==> config.mk <==
export PLATFORM = sky130hd
export DESIGN_NAME = pia_top
export DESIGN_NICKNAME = d
export VERILOG_FILES = /design/src/verilog/pia_pkg.sv /design/src/verilog/pia_reg_if.sv /design/src/verilog/pia_top.sv /design/src/verilog/pia_adv_regs.sv /design/src/verilog/pia_base_page.sv
export SDC_FILE = /design/constraint.sdc
export NUM_CORES = 1
export LEC_CHECK = 0
export BUFFER_PORTS_ARGS = -buffer_cell sky130_fd_sc_hd__buf_2
export CAP_MARGIN = 10
export CORE_ASPECT_RATIO = 1.75
export CORE_MARGIN = 2
export CORE_UTILIZATION = 60
export DETAILED_ROUTE_END_ITERATION = 10
export PLACE_DENSITY = 0.79
export SLEW_MARGIN = 20
export SYNTH_ARGS = -nofsm -noshare
export SYNTH_HDL_FRONTEND = slang
export SYNTH_HIERARCHICAL = 1
export SYNTH_SLANG_ARGS = --single-unit
export TNS_END_PERCENT = 100
==> constraint.sdc <==
create_clock -name clk -period 2.2 [get_ports clk]
set_clock_uncertainty 0.1 [all_clocks]
set_input_delay 0.11 -clock clk [delete_from_list [all_inputs] [get_ports clk]]
set_output_delay 0.11 -clock clk [all_outputs]
set_load 0.02 [all_outputs]
==> src/verilog/pia_pkg.sv <==
package pia_pkg;

   // register offsets on the management interface
   localparam logic [4:0] REG_STATUS   = 5'h01;
   localparam logic [4:0] REG_ID_HIGH  = 5'h02;
   localparam logic [4:0] REG_ID_LOW   = 5'h03;
   localparam logic [4:0] REG_ADVERT   = 5'h04;
   localparam logic [4:0] REG_PHY_CTRL = 5'h19;

   // advertisement field positions
   localparam int ADV_NEXT_PAGE    = 15;
   localparam int ADV_REMOTE_FAULT = 13;
   localparam int ADV_ASYM_PAUSE   = 11;
   localparam int ADV_SYM_PAUSE    = 10;
   localparam int ADV_FOUR_PAIR    = 9;
   localparam int ADV_FAST_FULL    = 8;
   localparam int ADV_FAST_HALF    = 7;
   localparam int ADV_TEN_FULL     = 6;
   localparam int ADV_TEN_HALF     = 5;

   // writable bits: 15,13,11,10,8:0 less bit 9
   localparam logic [15:0] ADV_WMASK   = 16'hADFF;
   localparam logic [4:0]  ADV_SEL_RST = 5'h01;
   localparam logic        ADV_TEN_RST = 1'b1;

   // status register: preamble suppression, autoneg able, extended capability
   localparam logic [15:0] STAT_FIXED   = 16'h0049;
   localparam int          STAT_AN_DONE = 5;
   localparam int          PCTL_PAUSE_LSB = 12;

   // management frame
   localparam logic [5:0] PRE_LEN   = 6'h20;
   localparam logic [1:0] OP_READ   = 2'h2;
   localparam logic [1:0] OP_WRITE  = 2'h1;
   localparam logic [4:0] HDR_LAST  = 5'h0C;
   localparam logic [4:0] WR_LAST   = 5'h11;
   localparam logic [4:0] DATA_BITS = 5'h10;

   typedef enum logic [2:0] {
      PIA_IDLE,
      PIA_HDR,
      PIA_TA,
      PIA_RD,
      PIA_WR
   } pia_mdio_st_t;

endpackage

==> src/verilog/pia_reg_if.sv <==
interface pia_reg_if;
   logic        wr_en;
   logic [4:0]  addr;
   logic [15:0] wdata;
   logic [15:0] rdata;

   modport master (
      output wr_en,
      output addr,
      output wdata,
      input  rdata
   );

   modport slave (
      input  wr_en,
      input  addr,
      input  wdata,
      output rdata
   );
endinterface

==> src/verilog/pia_top.sv <==
//
// Contract
// - identifier is 32 bits: organization id, model number, revision, over two registers
// - identifier may read as all zeros instead of a real code
// - offset 0x02 returns organization id bits 3..18, read-only
// - offset 0x03 bits 15:10 return organization id bits 19..24, read-only
// - offset 0x03 bits 9:4 hold fixed six-bit model number, msb at 9
// - offset 0x03 bits 3:0 hold fixed four-bit revision, msb at 3
// - offset 0x04 holds local abilities sent to link partner
// - bit 15 next-page request, read-write, resets 0
// - bit 14 reserved: writes ignored, reads 0
// - bit 13 remote-fault advertisement, read-write, resets 0
// - bit 12 reserved: software writes 0, reads back 0
// - bit 11 asymmetric pause, read-write, resets 0; resolution shown in control 13:12
// - bit 10 symmetric pause, read-write, resets 0
// - bit 9 four-pair ability fixed read-only 0
// - bits 8 and 7 fast abilities read-write, reset from straps
// - bits 6 and 5 ten abilities read-write
// - bits 4:0 selector read-write, resets 00001
// - status bit 5 reads 1 once negotiation completed, else 0
//
module pia_top #(
   parameter logic        ID_ZERO   = 1'b0,
   parameter logic [15:0] ORG_ID_HI = 16'h5A5A, // arbitrary
   parameter logic [5:0]  ORG_ID_LO = 6'h15,    // arbitrary
   parameter logic [5:0]  MODEL_NUM = 6'h2A,    // arbitrary
   parameter logic [3:0]  MODEL_REV = 4'h3      // arbitrary
) (
   // clock and reset
   input  wire logic        clk,
   input  wire logic        nrst,
   // management interface
   input  wire logic        mdc,
   input  wire logic        mdio_i,
   output logic             mdio_o,
   output logic             mdio_oe,
   // straps
   input  wire logic [4:0]  phy_addr,
   input  wire logic        strap_fast_full,
   input  wire logic        strap_fast_half,
   // negotiation side
   input  wire logic        an_complete,
   input  wire logic        an_restart,
   input  wire logic [1:0]  pause_res,
   output logic      [15:0] base_page
);
   pia_reg_if bus ();

   pia_pkg::pia_mdio_st_t st_q;
   pia_pkg::pia_mdio_st_t st_d;
   logic        mdc_q;
   logic        mdc_d;
   logic [5:0]  pre_q;
   logic [5:0]  pre_d;
   logic [4:0]  bcnt_q;
   logic [4:0]  bcnt_d;
   logic [12:0] hdr_q;
   logic [12:0] hdr_d;
   logic [12:0] hdr_full;
   logic [4:0]  reg_q;
   logic [4:0]  reg_d;
   logic [15:0] sh_q;
   logic [15:0] sh_d;
   logic        o_q;
   logic        o_d;
   logic        oe_q;
   logic        oe_d;
   logic        wr_q;
   logic        wr_d;
   logic [15:0] wdat_q;
   logic [15:0] wdat_d;
   logic        supp_q;
   logic        supp_d;
   logic [4:0]  phy_q;
   logic        mdc_rise;
   logic [15:0] adv;

   assign mdc_rise  = mdc && !mdc_q;
   assign hdr_full  = {hdr_q[11:0], mdio_i};
   assign bus.wr_en = wr_q;
   assign bus.addr  = reg_q;
   assign bus.wdata = wdat_q;
   assign mdio_o    = o_q;
   assign mdio_oe   = oe_q;

   always_comb begin
      mdc_d  = mdc;
      st_d   = st_q;
      pre_d  = pre_q;
      bcnt_d = bcnt_q;
      hdr_d  = hdr_q;
      reg_d  = reg_q;
      sh_d   = sh_q;
      o_d    = o_q;
      oe_d   = oe_q;
      wr_d   = 1'b0;
      wdat_d = wdat_q;
      supp_d = supp_q;
      if (mdc_rise) begin
         unique case (st_q)
            pia_pkg::PIA_IDLE: begin
               if (mdio_i) begin
                  if (pre_q != pia_pkg::PRE_LEN) begin
                     pre_d = pre_q + 6'h01;
                  end
               end else if (pre_q == pia_pkg::PRE_LEN || supp_q) begin
                  // first start bit; preamble needed only until the first read or write addressed to this device
                  st_d   = pia_pkg::PIA_HDR;
                  bcnt_d = 5'h00;
                  pre_d  = 6'h00;
               end else begin
                  pre_d = 6'h00;
               end
            end
            pia_pkg::PIA_HDR: begin
               hdr_d  = hdr_full;
               bcnt_d = bcnt_q + 5'h01;
               if (bcnt_q == pia_pkg::HDR_LAST) begin
                  bcnt_d = 5'h00;
                  st_d   = pia_pkg::PIA_IDLE;
                  if (hdr_full[12] && hdr_full[9:5] == phy_q) begin
                     reg_d = hdr_full[4:0];
                     if (hdr_full[11:10] == pia_pkg::OP_READ) begin
                        st_d   = pia_pkg::PIA_TA;
                        supp_d = 1'b1;
                     end else if (hdr_full[11:10] == pia_pkg::OP_WRITE) begin
                        st_d   = pia_pkg::PIA_WR;
                        supp_d = 1'b1;
                     end
                  end
               end
            end
            pia_pkg::PIA_TA: begin
               // second turnaround bit driven low
               oe_d   = 1'b1;
               o_d    = 1'b0;
               sh_d   = bus.rdata;
               bcnt_d = pia_pkg::DATA_BITS;
               st_d   = pia_pkg::PIA_RD;
            end
            pia_pkg::PIA_RD: begin
               if (bcnt_q != 5'h00) begin
                  o_d    = sh_q[15];
                  sh_d   = {sh_q[14:0], 1'b0};
                  bcnt_d = bcnt_q - 5'h01;
               end else begin
                  oe_d = 1'b0;
                  o_d  = 1'b0;
                  st_d = pia_pkg::PIA_IDLE;
               end
            end
            pia_pkg::PIA_WR: begin
               // two turnaround bits then sixteen data bits
               sh_d   = {sh_q[14:0], mdio_i};
               bcnt_d = bcnt_q + 5'h01;
               if (bcnt_q == pia_pkg::WR_LAST) begin
                  wr_d   = 1'b1;
                  wdat_d = {sh_q[14:0], mdio_i};
                  bcnt_d = 5'h00;
                  st_d   = pia_pkg::PIA_IDLE;
               end
            end
         endcase
      end
   end

   always_ff @(posedge clk) begin
      if (!nrst) begin
         // follow the pin so a master resting mdc high gives no false edge
         mdc_q  <= mdc;
         st_q   <= pia_pkg::PIA_IDLE;
         pre_q  <= 6'h00;
         bcnt_q <= 5'h00;
         hdr_q  <= 13'h0000;
         reg_q  <= 5'h00;
         sh_q   <= 16'h0000;
         o_q    <= 1'b0;
         oe_q   <= 1'b0;
         wr_q   <= 1'b0;
         wdat_q <= 16'h0000;
         supp_q <= 1'b0;
         phy_q  <= phy_addr;
      end else begin
         mdc_q  <= mdc_d;
         st_q   <= st_d;
         pre_q  <= pre_d;
         bcnt_q <= bcnt_d;
         hdr_q  <= hdr_d;
         reg_q  <= reg_d;
         sh_q   <= sh_d;
         o_q    <= o_d;
         oe_q   <= oe_d;
         wr_q   <= wr_d;
         wdat_q <= wdat_d;
         supp_q <= supp_d;
         phy_q  <= phy_q;
      end
   end

   pia_adv_regs #(
      .ID_ZERO   (ID_ZERO),
      .ORG_ID_HI (ORG_ID_HI),
      .ORG_ID_LO (ORG_ID_LO),
      .MODEL_NUM (MODEL_NUM),
      .MODEL_REV (MODEL_REV)
   ) u_regs (
      .clk             (clk),
      .nrst            (nrst),
      .strap_fast_full (strap_fast_full),
      .strap_fast_half (strap_fast_half),
      .an_complete     (an_complete),
      .pause_res       (pause_res),
      .bus             (bus.slave),
      .adv_q           (adv)
   );

   pia_base_page u_page (
      .clk        (clk),
      .nrst       (nrst),
      .an_restart (an_restart),
      .adv        (adv),
      .page_q     (base_page)
   );
endmodule

==> src/verilog/pia_adv_regs.sv <==
module pia_adv_regs #(
   parameter logic        ID_ZERO   = 1'b0,
   parameter logic [15:0] ORG_ID_HI = 16'h5A5A, // arbitrary
   parameter logic [5:0]  ORG_ID_LO = 6'h15,    // arbitrary
   parameter logic [5:0]  MODEL_NUM = 6'h2A,    // arbitrary
   parameter logic [3:0]  MODEL_REV = 4'h3      // arbitrary
) (
   // clock and reset
   input  wire logic        clk,
   input  wire logic        nrst,
   // straps and status
   input  wire logic        strap_fast_full,
   input  wire logic        strap_fast_half,
   input  wire logic        an_complete,
   input  wire logic [1:0]  pause_res,
   // register access
   pia_reg_if.slave         bus,
   output logic      [15:0] adv_q
);
   localparam int ADV_FAST_FULL_IDX = pia_pkg::ADV_FAST_FULL;
   localparam int ADV_FAST_HALF_IDX = pia_pkg::ADV_FAST_HALF;

   logic [15:0] adv_d;
   logic [15:0] adv_rst;

   always_comb begin
      adv_rst = 16'h0000;
      adv_rst[ADV_FAST_FULL_IDX] = strap_fast_full;
      adv_rst[ADV_FAST_HALF_IDX] = strap_fast_half;
      adv_rst[pia_pkg::ADV_TEN_FULL] = pia_pkg::ADV_TEN_RST;
      adv_rst[pia_pkg::ADV_TEN_HALF] = pia_pkg::ADV_TEN_RST;
      adv_rst[4:0] = pia_pkg::ADV_SEL_RST;
      adv_d = adv_q;
      if (bus.wr_en && bus.addr == pia_pkg::REG_ADVERT) begin
         // reserved 14, 12 and fixed bit 9 never stored
         adv_d = bus.wdata & pia_pkg::ADV_WMASK;
      end
   end

   // straps caught by synchronous reset
   always_ff @(posedge clk) begin
      if (!nrst) begin
         adv_q <= adv_rst;
      end else begin
         adv_q <= adv_d;
      end
   end

   always_comb begin
      bus.rdata = 16'h0000;
      unique case (bus.addr)
         pia_pkg::REG_STATUS: begin
            bus.rdata = pia_pkg::STAT_FIXED;
            bus.rdata[pia_pkg::STAT_AN_DONE] = an_complete;
         end
         pia_pkg::REG_ID_HIGH: begin
            bus.rdata = ID_ZERO ? 16'h0000 : ORG_ID_HI;
         end
         pia_pkg::REG_ID_LOW: begin
            bus.rdata = ID_ZERO ? 16'h0000 : {ORG_ID_LO, MODEL_NUM, MODEL_REV};
         end
         pia_pkg::REG_ADVERT: begin
            bus.rdata = adv_q & pia_pkg::ADV_WMASK;
         end
         pia_pkg::REG_PHY_CTRL: begin
            bus.rdata[pia_pkg::PCTL_PAUSE_LSB +: 2] = pause_res;
         end
         default: begin
            bus.rdata = 16'h0000;
         end
      endcase
   end
endmodule

==> src/verilog/pia_base_page.sv <==
module pia_base_page (
   // clock and reset
   input  wire logic        clk,
   input  wire logic        nrst,
   // control
   input  wire logic        an_restart,
   input  wire logic [15:0] adv,
   // page to transmit
   output logic      [15:0] page_q
);
   logic [15:0] page_d;
   logic        loaded_q;
   logic        loaded_d;

   always_comb begin
      page_d   = page_q;
      loaded_d = 1'b1;
      // first cycle after reset and every restart take a fresh copy
      if (an_restart || !loaded_q) begin
         page_d = adv;
      end
   end

   always_ff @(posedge clk) begin
      if (!nrst) begin
         page_q   <= 16'h0000;
         loaded_q <= 1'b0;
      end else begin
         page_q   <= page_d;
         loaded_q <= loaded_d;
      end
   end
endmodule

==> results.cfg <==
[placement]
dp.cells = 640
hpwl_um = 7480
dp_slack_ps = 70.3
place.port_buffers = 32
gp_congestion = 0.885

[timing]
period_share = 0.962
fin_crit_ps = 2120
rsz0062_at_grt = true
tightest_slew_ps = 957
slew_headroom = 0.362
setup_violations = 0
hold_violations = 0
fmax_mhz = 472
whs_ps = 19.1
slew_violations = 0
post-route-worst-setup-slack_ps = 82.9

[clock_network]
clock_latency_ps = 350
cts_num_sinks = 100
cts-htree-levels = 3
cts.path.max_buffers = 2
path_clk_slew_ps = 70
cts_tree = built
cts-buffers-inserted = 9
cts_root_buffer = clkbuf_16

[worst_setup_path]
rr_worst_depth = 5
crit_path_end_kind = flip-flop
cp-startpoint = bcnt_q[0]
worstSetupEndpoint = bcnt_q[2]
arrival_ps = 2260
crit_slowest_cell = dfxtp_1
r2r-end = bcnt_q[2]
critPathRequiredTime_ps = 2350
critPathMaxStageDelay_ps = 450
crit_path_start_kind = flip-flop
critPathMaxFanout = 6
r2r_start = bcnt_q[0]
worstPathCellList = ha_1 -> nand4bb_1 -> a22o_2 -> a221o_1 -> a32o_1
r2r_setup_slack_ps = 80
worstSetupPathType = reg2reg

[power_and_ir_drop]
p_sw_frac = 0.224
p_int_uw = 2800
p_clk_frac = 0.441
power_density_mw_per_mm2 = 677
seqPwrFrac = 0.517
p_sw_uw = 811
leakage_uw = 0.00210
power_frac_comb = 0.042
ir_worst_vdd_mv = 0.452

[grt]
grt_pass1_wl_um = 17500
grt_pass1_vias = 3847
met1_usage = 0.264
grt-ovfl-total = 0
grt_antenna_before_repair = 0
use_met3 = 0.0507
busiest_layer = met2
gr-usage-met2 = 0.473
grtUsageTotal = 0.256
grt_max_degree = 39

[detailed_routing]
vias = 3890
antenna_left = 0
wl_per_cell_um = 15.8
drt_first_pass_iters = 7
drt_iter0_drc = 232
wirelength_um = 10500
drc = 0
viasPerCell = 5.87

[layout]
area.growth.synth_to_final_pct = 12.9
final_nets = 593
antenna_cells = 0
nFillCells = 603
stdcell_count = 663
drive_gt1_frac = 0.162

[floorplan]
rows = 42
initial_core_util = 0.620
die_area_mm2 = 0.00863
ioPinCount = 33
fp.dieW_um = 71.1
fp.coreArea_mm2 = 0.00762
die_h_um = 121

[outcome]
outcome = completed

[job]
max_cap_violations = 0

[synthesis]
synth_area_mm2 = 0.00473
yosys_warnings = 6
avgSynthCellArea_um2 = 8.83
syn-instance-count = 535

[min_path]
hold_class = in2reg
==> worst max-delay path, delay by kind of cell (launching register included) <==
kind,cells,cell delay [ps]
DFF,1,450
AOI/OAI and AO/OA,3,980
and+or+nand+nor,1,270
adders and majority gates,1,210
==> stage by stage <==
step / setup TNS, ps / area (um2) / utilization / power (uW)
after CTS: 0 / 5320 / 0.698 / 3630
after floorplan: 0 / 4730 / - / 2010
final: 0 / 5340 / 0.700 / 3610
after detailed placement: 0 / 4960 / 0.651 / 2050
after global placement: 0 / 4960 / 0.651 / 2050
after global routing: -20.6 / 5340 / 0.700 / 3710
==> flip-flops by register name, summed over array words and instances (netlist names) <==
register	cells
bus.wr_en	1
phy_q	5
u_page/loaded_q	1
bus.addr	5
hdr_q	12
st_q	3
supp_q	1
u_regs/adv_q	13
sh_q	16
mdio_o	1
pre_q	6
bcnt_q	5
u_page/page_q	16
bus.wdata	13
mdc_q	1
mdio_oe	1
==> layer usage <==
| layer | vias to the layer above | share of wire |
|---|---|---|
| met2 | 107 | 0.54 |
| met3 | 38 | 0.033 |
| met1 | 1827 | 0.38 |
| met5 | - | 0 |
| li1 | 1918 | - |
| met4 | 0 | 0.044 |
==> what timing repair did <==
action | in CTS | in global routing
setup buffers | 0 | 1
setup endpoints to repair | 0 | 9
gates resized for setup | 0 | 6
endpoints found under the hold margin | 6 | 0
hold buffers | 6 | 0
==> power by group through the flow <==
stage	clock network, uW	logic [uW]	registers [uW]
4_1_cts	1610	152	1870
2_1_floorplan	0	91.5	1920
3_3_place_gp	0	141	1910
6_report	1590	152	1870
3_5_place_dp	0	144	1910
5_1_grt	1680	168	1870
==> cells in the final DEF, fill, tap and decap left out, types with 4 or more instances in the layout <==
master,count
nor2_1,35
and3_1,5
clkbuf_16,9
ha_1,8
nand2b_1,7
nor3_1,6
a211oi_1,15
buf_2,32
xnor2_1,9
a21oi_1,44
o21ai_0,9
buf_4,22
dlygate4sd3_1,6
nand3_1,16
nor2b_1,9
or3_1,4
nand3b_1,5
dfxtp_1,93
nand4_1,5
mux2i_1,47
o211ai_1,6
nand2_1,103
inv_1,10
edfxtp_1,7
==> worst min path at each step <==
stage / from / to / cells past startpoint
detailed placement: mdc / mdc_q / 1
floorplan: mdc / mdc_q / 0
CTS: mdio_i / bus.wdata[0] / 3
global route: mdio_i / bus.wdata[0] / 3
global placement: mdc / mdc_q / 1
finish: mdio_i / bus.wdata[0] / 3
==> final cells by class <==
class                   instances  area (um2)  share of cell area
flip-flops and latches        100        2070               0.388
clock inverters                 7        73.8              0.0138
inverters                      12        45.0             0.00844
repair buffers                 62         417              0.0781
clock buffers                   9         225              0.0422
multi-input cells             385        2390               0.449
well taps                      88         110              0.0206
(Power assumes the default switching activity.)
